--- src/rtl/bnva_pkg.sv ---
package bnva_pkg;
  localparam int DW = 8;
  localparam int AW = 5;
  localparam int DEPTH = 32;

  // Bank 0 special function register offsets, and the bank 1 control register
  localparam logic [7:0] NVM_ADDR_OFS = 8'h3C;
  localparam logic [7:0] NVM_DATA_OFS = 8'h3D;
  localparam logic [7:0] BANK_SEL_OFS = 8'h3E;
  localparam logic [7:0] NVM_CTL_OFS = 8'h40;

  localparam int BANK_BIT = 0;
  localparam int CTL_RSV_BIT = 7;
  localparam int CTL_STORE_UNLOCK = 3;
  localparam int CTL_STORE_TRIG = 2;
  localparam int CTL_FETCH_UNLOCK = 1;
  localparam int CTL_FETCH_TRIG = 0;

  localparam logic BANK_RST = 1'b0;
  localparam logic [AW-1:0] ADDR_RST = 5'h00;
  localparam logic [DW-1:0] DATA_RST = 8'h00;
  localparam logic CTL_BIT_RST = 1'b0;

  localparam int CLK_PERIOD_NS = 100;
  localparam int NVM_WRITE_TIME_NS = 2000;
  localparam int NVM_WRITE_CYC = (NVM_WRITE_TIME_NS + CLK_PERIOD_NS - 1) / CLK_PERIOD_NS;

  typedef enum logic [1:0]
  {
    BNVA_IDLE = 2'b00,
    BNVA_READ = 2'b01,
    BNVA_WRITE = 2'b11
  } bnva_state_t;
endpackage

--- src/rtl/bnva_mem_if.sv ---
`timescale 1ns/100ps
interface bnva_mem_if;
  logic req_rd;
  logic req_wr;
  logic [bnva_pkg::AW-1:0] addr;
  logic [bnva_pkg::DW-1:0] wdata;
  logic [bnva_pkg::DW-1:0] rdata;
  logic done;
  logic busy;
  modport ctrl (output req_rd, output req_wr, output addr, output wdata,
                input rdata, input done, input busy);
  modport mem (input req_rd, input req_wr, input addr, input wdata,
               output rdata, output done, output busy);
endinterface

--- src/rtl/bnva_cell_array.sv ---
`timescale 1ns/100ps
module bnva_cell_array
#(
  parameter int DEPTH = bnva_pkg::DEPTH,
  parameter int WRITE_CYC = bnva_pkg::NVM_WRITE_CYC
)
(
  input wire logic clk,
  input wire logic rstn,
  input wire logic ce,
  bnva_mem_if.mem mp
);
  import bnva_pkg::*;

  localparam logic [15:0] LAST_CNT = 16'(WRITE_CYC - 1);

  generate
    if (DEPTH != (1 << AW) || WRITE_CYC < 1 || WRITE_CYC > 65535)
    begin : g_bad
      $error("bnva_cell_array: unsupported DEPTH or WRITE_CYC");
    end
  endgenerate

  bnva_state_t state_q, state_d;
  logic [15:0] cnt_q, cnt_d;
  logic [AW-1:0] addr_q, addr_d;
  logic [DW-1:0] wdata_q, wdata_d;
  logic [DW-1:0] rdata_q, rdata_d;
  logic done_q, done_d;
  logic [DW-1:0] mem_q [DEPTH];
  logic [DW-1:0] mem_d [DEPTH];
  logic mem_we;

  always_comb
  begin
    state_d = state_q;
    cnt_d = cnt_q;
    addr_d = addr_q;
    wdata_d = wdata_q;
    rdata_d = rdata_q;
    done_d = 1'b0;
    mem_we = 1'b0;
    unique case (state_q)
      BNVA_IDLE:
      begin
        addr_d = mp.addr;
        wdata_d = mp.wdata;
        cnt_d = 16'h0000;
        if (mp.req_wr)
          state_d = BNVA_WRITE;
        else if (mp.req_rd)
          state_d = BNVA_READ;
      end
      BNVA_READ:
      begin
        rdata_d = mem_q[addr_q];
        done_d = 1'b1;
        state_d = BNVA_IDLE;
      end
      BNVA_WRITE:
      begin
        if (cnt_q == LAST_CNT)
        begin
          mem_we = 1'b1;
          done_d = 1'b1;
          state_d = BNVA_IDLE;
        end
        else
          cnt_d = cnt_q + 16'h0001;
      end
      default:
        state_d = BNVA_IDLE;
    endcase
  end

  // Thirty-two bytes, kept out of any address space
  always_comb
  begin
    mem_d = mem_q;
    if (mem_we)
      mem_d[addr_q] = wdata_q;
  end

  always_ff @(posedge clk)
  begin
    if (!rstn)
    begin
      state_q <= BNVA_IDLE;
      cnt_q <= 16'h0000;
      addr_q <= ADDR_RST;
      wdata_q <= DATA_RST;
      rdata_q <= DATA_RST;
      done_q <= 1'b0;
    end
    else if (ce)
    begin
      state_q <= state_d;
      cnt_q <= cnt_d;
      addr_q <= addr_d;
      wdata_q <= wdata_d;
      rdata_q <= rdata_d;
      done_q <= done_d;
    end
  end

  // Contents survive reset: the store is nonvolatile
  always_ff @(posedge clk)
  begin
    if (ce)
      mem_q <= mem_d;
  end

  assign mp.rdata = rdata_q;
  assign mp.done = done_q;
  assign mp.busy = (state_q != BNVA_IDLE);
endmodule

--- src/rtl/bnva_top.sv ---
`timescale 1ns/100ps
module bnva_top
#(
  parameter int WRITE_CYC = bnva_pkg::NVM_WRITE_CYC
)
(
  input wire logic clk,
  input wire logic rstn,
  input wire logic ce,
  input wire logic wdt_idle_rst,
  input wire logic [7:0] sfr_addr,
  input wire logic sfr_ind,
  input wire logic sfr_wr,
  input wire logic sfr_rd,
  input wire logic [bnva_pkg::DW-1:0] sfr_wdata,
  output logic [bnva_pkg::DW-1:0] sfr_rdata,
  output logic sfr_rvalid,
  output logic nvm_busy
);
  import bnva_pkg::*;

  logic bank_q, bank_d;
  logic [AW-1:0] addr_q, addr_d;
  logic [DW-1:0] data_q, data_d;
  logic rsv_q, rsv_d;
  logic st_unl_q, st_unl_d;
  logic st_trg_q, st_trg_d;
  logic fe_unl_q, fe_unl_d;
  logic fe_trg_q, fe_trg_d;
  logic fresh_q, fresh_d;
  logic [DW-1:0] rdata_q, rdata_d;
  logic rvalid_q;
  logic sel_b0, hit_bank, hit_addr, hit_data, hit_ctl;
  logic [DW-1:0] ctl_val, rd_val;
  logic start_rd, start_wr;

  bnva_mem_if mif ();

  bnva_cell_array #(
    .DEPTH(DEPTH),
    .WRITE_CYC(WRITE_CYC)
  ) u_array (
    .clk(clk),
    .rstn(rstn),
    .ce(ce),
    .mp(mif)
  );

  always_comb
  begin
    sel_b0 = !sfr_ind || !bank_q;
    hit_bank = sel_b0 && (sfr_addr == BANK_SEL_OFS);
    hit_addr = sel_b0 && (sfr_addr == NVM_ADDR_OFS);
    hit_data = sel_b0 && (sfr_addr == NVM_DATA_OFS);
    hit_ctl = sfr_ind && bank_q && (sfr_addr == NVM_CTL_OFS);
    ctl_val = {rsv_q, 3'b000, st_unl_q, st_trg_q, fe_unl_q, fe_trg_q};
    rd_val = '0;
    // bank bits 7 to 1 zero
    if (hit_bank)
      rd_val = {7'h00, bank_q};
    else if (hit_addr)
      rd_val = {3'h0, addr_q};
    else if (hit_data)
      rd_val = data_q;
    else if (hit_ctl)
      rd_val = ctl_val;
  end

  always_comb
  begin
    bank_d = bank_q;
    addr_d = addr_q;
    data_d = data_q;
    rsv_d = rsv_q;
    st_unl_d = st_unl_q;
    st_trg_d = st_trg_q;
    fe_unl_d = fe_unl_q;
    fe_trg_d = fe_trg_q;
    fresh_d = 1'b0;
    start_rd = 1'b0;
    start_wr = 1'b0;
    rdata_d = sfr_rd ? rd_val : rdata_q;
    if (sfr_wr)
    begin
      if (hit_bank)
        bank_d = sfr_wdata[BANK_BIT];
      if (hit_addr)
        addr_d = sfr_wdata[AW-1:0];
      if (hit_data)
        data_d = sfr_wdata;
      if (hit_ctl)
      begin
        rsv_d = sfr_wdata[CTL_RSV_BIT];
        st_unl_d = sfr_wdata[CTL_STORE_UNLOCK];
        fe_unl_d = sfr_wdata[CTL_FETCH_UNLOCK];
        fresh_d = sfr_wdata[CTL_STORE_UNLOCK];
        if (sfr_wdata[CTL_STORE_TRIG] && st_unl_q && fresh_q && !mif.busy && !st_trg_q)
        begin
          st_trg_d = 1'b1;
          start_wr = 1'b1;
        end
        else if (sfr_wdata[CTL_FETCH_TRIG] && fe_unl_q && !mif.busy && !fe_trg_q)
        begin
          fe_trg_d = 1'b1;
          start_rd = 1'b1;
        end
      end
    end
    // read byte lands in data
    // Clear only the finished trigger, so a start in the same cycle survives
    if (mif.done)
    begin
      if (fe_trg_q)
      begin
        data_d = mif.rdata;
        fe_trg_d = 1'b0;
      end
      if (st_trg_q)
        st_trg_d = 1'b0;
    end
  end

  always_ff @(posedge clk)
  begin
    if (!rstn)
    begin
      if (!wdt_idle_rst)
        bank_q <= BANK_RST;
      addr_q <= ADDR_RST;
      data_q <= DATA_RST;
      rsv_q <= CTL_BIT_RST;
      st_unl_q <= CTL_BIT_RST;
      st_trg_q <= CTL_BIT_RST;
      fe_unl_q <= CTL_BIT_RST;
      fe_trg_q <= CTL_BIT_RST;
      fresh_q <= 1'b0;
      rdata_q <= DATA_RST;
      rvalid_q <= 1'b0;
    end
    else if (ce)
    begin
      bank_q <= bank_d;
      addr_q <= addr_d;
      data_q <= data_d;
      rsv_q <= rsv_d;
      st_unl_q <= st_unl_d;
      st_trg_q <= st_trg_d;
      fe_unl_q <= fe_unl_d;
      fe_trg_q <= fe_trg_d;
      fresh_q <= fresh_d;
      rdata_q <= rdata_d;
      rvalid_q <= sfr_rd;
    end
  end

  assign mif.req_rd = ce && start_rd;
  assign mif.req_wr = ce && start_wr;
  assign mif.addr = addr_q;
  assign mif.wdata = data_q;

  assign sfr_rdata = rdata_q;
  assign sfr_rvalid = rvalid_q;
  assign nvm_busy = st_trg_q || fe_trg_q;
endmodule

--- config.mk ---
export PLATFORM = sky130hd
export DESIGN_NAME = bnva_top
export DESIGN_NICKNAME = d
export VERILOG_FILES = /design/src/rtl/bnva_pkg.sv /design/src/rtl/bnva_mem_if.sv /design/src/rtl/bnva_cell_array.sv /design/src/rtl/bnva_top.sv
export SDC_FILE = /design/constraint.sdc
export NUM_CORES = 1
export LEC_CHECK = 0
export BUFFER_PORTS_ARGS = -buffer_cell sky130_fd_sc_hd__buf_4
export CORE_MARGIN = 5
export CORE_UTILIZATION = 56
export DETAILED_ROUTE_END_ITERATION = 10
export PLACE_DENSITY = 0.75
export SETUP_SLACK_MARGIN = 0.05
export SYNTH_ARGS = -nofsm -noshare
export SYNTH_HDL_FRONTEND = slang
export SYNTH_SLANG_ARGS = --single-unit
--- constraint.sdc ---
create_clock -name clk -period 2.4 [get_ports clk]
set_clock_uncertainty 0.05 [all_clocks]
set_input_delay 0.12 -clock clk [delete_from_list [all_inputs] [get_ports clk]]
set_output_delay 0.12 -clock clk [all_outputs]
set_load 0.01 [all_outputs]
# After elaboration in Yosys (flattened, before gate mapping)
# Cells that the tools add are included.
totals:
  regBits: 325
  elab_cells: 149
classes:
  addsub: 1
  magnitude_cmp: 2
  eq_ne: 14
  muxes: 48
  n_bitwise: 1
  n_reduce_logical: 34
op_table:
  columns: ["op", "n"]
  rows:
  - ["$bwmux W256", 1]
  - ["$mux W8", 11]
  - ["$bmux W8 S5", 1]
  - ["$demux W8 S5", 1]
  - ["$pmux W16 S2", 1]
  - ["$mux W1", 27]
  - ["$eq A8 B6 Y1 const B", 3]
  - ["$add A16 B1 Y16 const B", 1]
  - ["$eq A16 B5 Y1 const B", 1]
  - ["$mux W16", 1]
  - ["$logic_and A1 B1 Y1", 15]
  - ["$reduce_and A3 Y1", 4]
  - ["$eq A8 B7 Y1 const B", 1]
  - ["$ne A2 B1 Y1 const B", 4]
  - ["$reduce_and A2 Y1", 4]
  - ["$ge A6 B6 Y1 const B", 1]
  - ["$lt A6 B1 Y1 const B", 1]
  - ["$mux W2", 3]
  - ["$not A5 Y6", 1]
  - ["$logic_not A1 Y1", 5]
  - ["$ne A2 B2 Y1 const B", 2]
  - ["$pmux W2 S2", 1]
  - ["$reduce_and A4 Y1", 1]
  - ["$reduce_bool A2 Y1", 2]
  - ["6 further kinds", 7]

# Depth between registers and ports, before layout
depth:
  depth_word: 12
  depth_mapped: 8

# Cells and area by module
# A second synthesis with hierarchy kept.
hier_totals:
  cells_unflattened: 914
  hier_area_um2: 13549.2
modules_own_cells:
  columns: ["mod", "n_inst", "cells_each", "area_each_um2"]
  rows:
  - ["bnva_cell_array", 1, 755, 12067.8]
  - ["bnva_top", 1, 159, 1481.4]

# Least setup slack after synthesis
# No wires, ideal clock.
synth_path:
  kind: "register to register"
  from: "register u_array.cnt_q[0]"
  to: "register u_array.mem_q[88] in the netlist's numbering (enable)"
  arrival_time_ps: 2197
  path_slack_ps: -217
  stages_incl_launch_ff: 7
  synth_period_minus_slack_ps: 2617
  path_cell_list: "dfxtp_1 -> ha_1 -> nor4bb_1 -> nand4_1 -> or4_1 -> clkbuf_1 -> nor2_1"
synth_via:
  elab_chain_cells: 4
synth_lines:
  columns: ["element", "line_no", "text"]
  rows:
  - ["start, declared", "bnva_cell_array.sv:25", "logic [15:0] cnt_q, cnt_d;"]
  - ["start signal, assigned", "bnva_cell_array.sv:98", "cnt_q <= cnt_d;"]
  - ["$eq A16 B5 Y1", "bnva_cell_array.sv:62", "if (cnt_q == LAST_CNT)"]
  - ["$mux W1", "bnva_cell_array.sv:62", null]
  - ["$mux W1", "bnva_cell_array.sv:43", "unique case (state_q)"]
  - ["$reduce_and A2 Y1 (no source line)", null, null]
  - ["end signal, assigned", "bnva_cell_array.sv:110", "mem_q <= mem_d;"]
  - ["end, declared", "bnva_cell_array.sv:30", "logic [DW-1:0] mem_q [DEPTH];"]
# Every way passes these cells.
# A chain may end at the register's enable or synchronous reset.

# Worst setup path after layout
layout_path:
  from: "register u_array.addr_q[3]"
  to: "register u_array.rdata_q[4], in the netlist u_array.mp.rdata[4]"
layout_via:
  elab_chain_cells: 4
layout_lines:
  columns: ["element", "line_no", "text"]
  rows:
  - ["start, declared", "bnva_cell_array.sv:26", "logic [AW-1:0] addr_q, addr_d;"]
  - ["start signal, assigned", "bnva_cell_array.sv:99", "addr_q <= addr_d;"]
  - ["$not A5 Y6 (implied by the code)", "bnva_cell_array.sv:56", "rdata_d = mem_q[addr_q];"]
  - ["$bmux W8 S5", "bnva_cell_array.sv:56", null]
  - ["$mux W8 (implied by the code) (2 in series)", "bnva_cell_array.sv:56", null]
  - ["end signal, assigned", "bnva_cell_array.sv:101", "rdata_q <= rdata_d;"]
  - ["end, declared", "bnva_cell_array.sv:28", "logic [DW-1:0] rdata_q, rdata_d;"]
# Every way passes these cells. The select of a mux whose other input is x is not followed.

==> results.md <==
| Metric | Value |
| --- | --- |
| Outcome | finished clean |
| Layout cell share with drive strength beyond 1 | 24.1% |
| Total standard cell area after synthesis | 13200 µm² |
| Global Route Usage Sum | 25.3% |
| Layout net count | 1071 |
| Final min period | 2.32 ns |
| Unique masters post-synth | 67 |
| Number of endpoints failing setup at the final stage | 0 |
| Cell Area, Placed | 14500 µm² |
| Root Buffer Master | clkbuf_16 |
| Hold path cells | 4 |
| Kind of capture point of the worst setup path | flip-flop |
| Hold path start | sfr_rd |
| Number of warnings reported in the yosys synthesis log | 0 |
| Number of clock sinks | 325 |
| Max-slew headroom | 46.4% |
| Slew at the pin closest to its max-slew limit | 0.803 ns |
| Number of top-level design ports | 33 |
| Async set-reset flop share out of synthesis | 0% |
| Clock-pin slew reported for the worst setup and hold paths after clock tree synthesis | 0.06 ns |
| Setup crit start kind | flip-flop |
| 1st-pass router iterations | 6 |
| Max rail drop VDD | 0.734 mV |
| Critical path data arrival time | 2.66 ns |
| Total count of hold-check failures in the final report | 0 |
| Critical register-to-register path endpoint | u_array.mp.rdata[4] |
| End point of the most critical hold path | sfr_rdata[7] |
| Area of the die | 26800 µm² |
| Startpoint of the lowest-slack register-to-register path | u_array.addr_q[3] |
| Number of placement rows | 56 |
| Classification of the worst-slack hold path | input port to flip-flop |
| R2r setup slk | 0.08 ns |
| Total wire length after detailed routing | 33400 µm |
| Number of enable flip-flop cells after synthesis | 257 |
| Skew-Pair Late Insertion Delay | 0.53 ns |
| Largest driver fanout on the critical path | 19 |
| Count of port buffers added during placement | 32 |
| Post-synthesis sequential area ratio | 68.5% |
| Starting density of the core | 56.6% |
| RSZ-0062 raised after global routing | yes |
| Post-synthesis register bit count | 325 |
| Placeable core area | 23400 µm² |
| Power density of the placed cells | 704 nW/µm² |
| Area Overhead vs Synth | 19.4% |
| Number of design-rule violations left by the first detailed-router iteration | 1066 |
| Vias in the first global route | 8484 |
| Multi-input logic area | 4040 µm² |
| H-tree depth | 2 |
| Most used flip-flop cell after synthesis | edfxtp_1 |
| Inserted Clock Buffers | 35 |
| CTS tree | yes |
| Worst hold slack | 0.113 ns |
| Via count of the routed design | 8586 |
| Antenna violations before repair | 0 |
| Net count of the mapped netlist | 945 |
| Share of the cycle needed by the critical path after routing | 96.8% |
| CP required | 2.74 ns |
| Gpl congestion | 0.947 |
| Remaining global-route overflow | 0 |
| Ant. Diodes | 0 |
| Pin count of the biggest net entering global routing | 41 |
| Detailed placement HPWL | 21300 µm |
| Number of fill cells | 1666 |
| Crit Path Category | flip-flop to flip-flop |
| Buffer levels on the longest clock path | 3 |
| Mean post-synth cell area | 14.4 µm² |
| Per-cell routed wire length | 24.0 µm |
| Die H | 164 µm |
| Final Slew Violations | 0 |
| Leakage power figure | 4.65 nW |
| Horiz. Die Dim | 164 µm |
| Reg2Reg Depth | 6 |
| Finished layout cell area | 15800 µm² |
| Max_cap viols | 0 |
| Number of nets with antenna violations after detailed routing | 0 |
| First-pass GRT wire length | 51000 µm |
| Residual DRC count | 0 |
| Cells after synthesis | 921 |
| Ratio of routed vias to standard cells | 6.17 |
| Highest clock rate | 430 MHz |
| Sequential cell area in the final layout | 9090 µm² |
==> critical path, stage by stage, from the launching register on <==
cell and delay [ns]:
dfxtp_1 0.84, buf_4 0.28, or4bb_1 0.20, o22ai_1 0.14
or4_1 0.47, a21oi_1 0.14, a31oi_1 0.08
==> logic make-up (layout without fill, tap and decap cells) <==
kind of cell,Yosys count,count (layout),share of synthesized area (%)
xor+xnor,1,1,0.0661
buf+inv,60,211,2.00
fa+ha+maj,1,1,0.0944
flops,325,325,68.5
mux,113,113,10.9
simple gates,251,251,10.2
compound gates,170,170,8.12
==> synth_stat cells (all sizes together), types with 5 or more instances <==
cell	number	area (µm²)
edfxtp	257	7720
mux2i	84	841
dfxtp	68	1360
nand2	63	236
nor2	63	236
a21oi	48	240
o21ai	38	190
clkbuf	32	140
mux4	25	563
o22ai	23	144
nand3	21	118
buf	17	83.8
a31oi	15	93.8
or3	13	81.3
inv	10	37.5
nor3	9	61.3
a22oi	8	60.1
nand2b	8	50.1
nand4	8	50.1
nor4	8	50.1
o221a	8	90.1
nand3b	7	52.6
nand4b	7	61.3
nor2b	6	37.5
or4	6	45.0
o22a	5	43.8
==> where the power goes <==
part           switching, mW  internal, mW
Combinational         0.0741        0.0570
Sequential           0.00209          5.99
Clock                   2.17          2.84
==> registers in the layout (all words and copies together) (netlist names) <==
signal            count
addr_q                5
bank_q                1
data_q                8
fe_trg_q              1
fe_unl_q              1
fresh_q               1
rsv_q                 1
sfr_rdata             8
sfr_rvalid            1
st_trg_q              1
st_unl_q              1
u_array.addr_q        5
u_array.cnt_q        16
u_array.mem_q       256
u_array.mp.done       1
u_array.mp.rdata      8
u_array.state_q       2
u_array.wdata_q       8
==> repair_timing <==
| action | in CTS | in global routing |
|---|---|---|
| pin swaps | 4 | 3 |
| resized for setup | 7 | 27 |
| gates cloned | 0 | 0 |
| buffers inserted | 2 | 1 |
| hold buffers | 15 | 0 |
| hold endpoints to repair | 32 | 0 |
| setup endpoints to repair | 81 | 255 |
==> worst max path at each step <==
stage / startpoint / endpoint / slack [ns]
6_report: u_array.addr_q[3] / u_array.mp.rdata[4] / 0.08
5_1_grt: u_array.cnt_q[1] / u_array.mem_q[180] / 0.02
4_1_cts: u_array.cnt_q[6] / u_array.mem_q[88] / 0.06
3_5_place_dp: u_array.cnt_q[1] / u_array.mem_q[89] / 0.03
3_3_place_gp: u_array.cnt_q[0] / u_array.mem_q[178] / 0.05
2_1_floorplan: u_array.addr_q[3] / u_array.mem_q[128] / -0.03
==> per-stage QoR <==
| step | util, % | TNS, ns | total power, mW | instances | setup slack, ns |
|---|---|---|---|---|---|
| 2_1_floorplan | - | -3.59 | 6.17 | 921 | -0.0333 |
| 3_3_place_gp | 61.8 | 0 | 6.22 | 1311 | 0.0534 |
| 3_5_place_dp | 61.8 | 0 | 6.23 | 1311 | 0.0286 |
| 4_1_cts | 67.1 | 0 | 11.2 | 1390 | 0.0606 |
| 5_1_grt | 67.6 | 0 | 11.5 | 1391 | 0.0197 |
| 6_report | 67.6 | 0 | 11.1 | 1391 | 0.0758 |
==> metal layers <==
layer  GRT usage (%)  share of wire, %  vias to the layer above
li1                -                 -                     3865
met1            35.1                41                     4269
met2            40.8                48                      379
met3            4.67               8.1                       73
met4            8.20               3.2                        0
met5               0                 0                        -
==> final cells by class <==
cell class	count	area share (%)
clock buffer	40	5.72
clock inverter	22	0.997
inverter	11	0.261
multi-input combinational	536	25.5
sequential	325	57.5
tap	319	2.52
timing repair buffer	138	7.50
==> layout by cell type (no fill, tap or decap), types with 10 or more instances in the layout <==
master         count
a21oi_1           48
a31oi_1           15
buf_4            107
buf_6             10
clkbuf_16         35
dfxtp_1           63
dlygate4sd3_1     15
edfxtp_1         257
inv_1             10
mux2i_1           84
mux4_2            25
nand2_1           63
nand3_1           20
nor2_1            42
nor2_2            10
nor2_4            11
o21ai_0           37
o22ai_1           23
or3_1             13
Note: power is estimated with default switching activity, not from simulation.
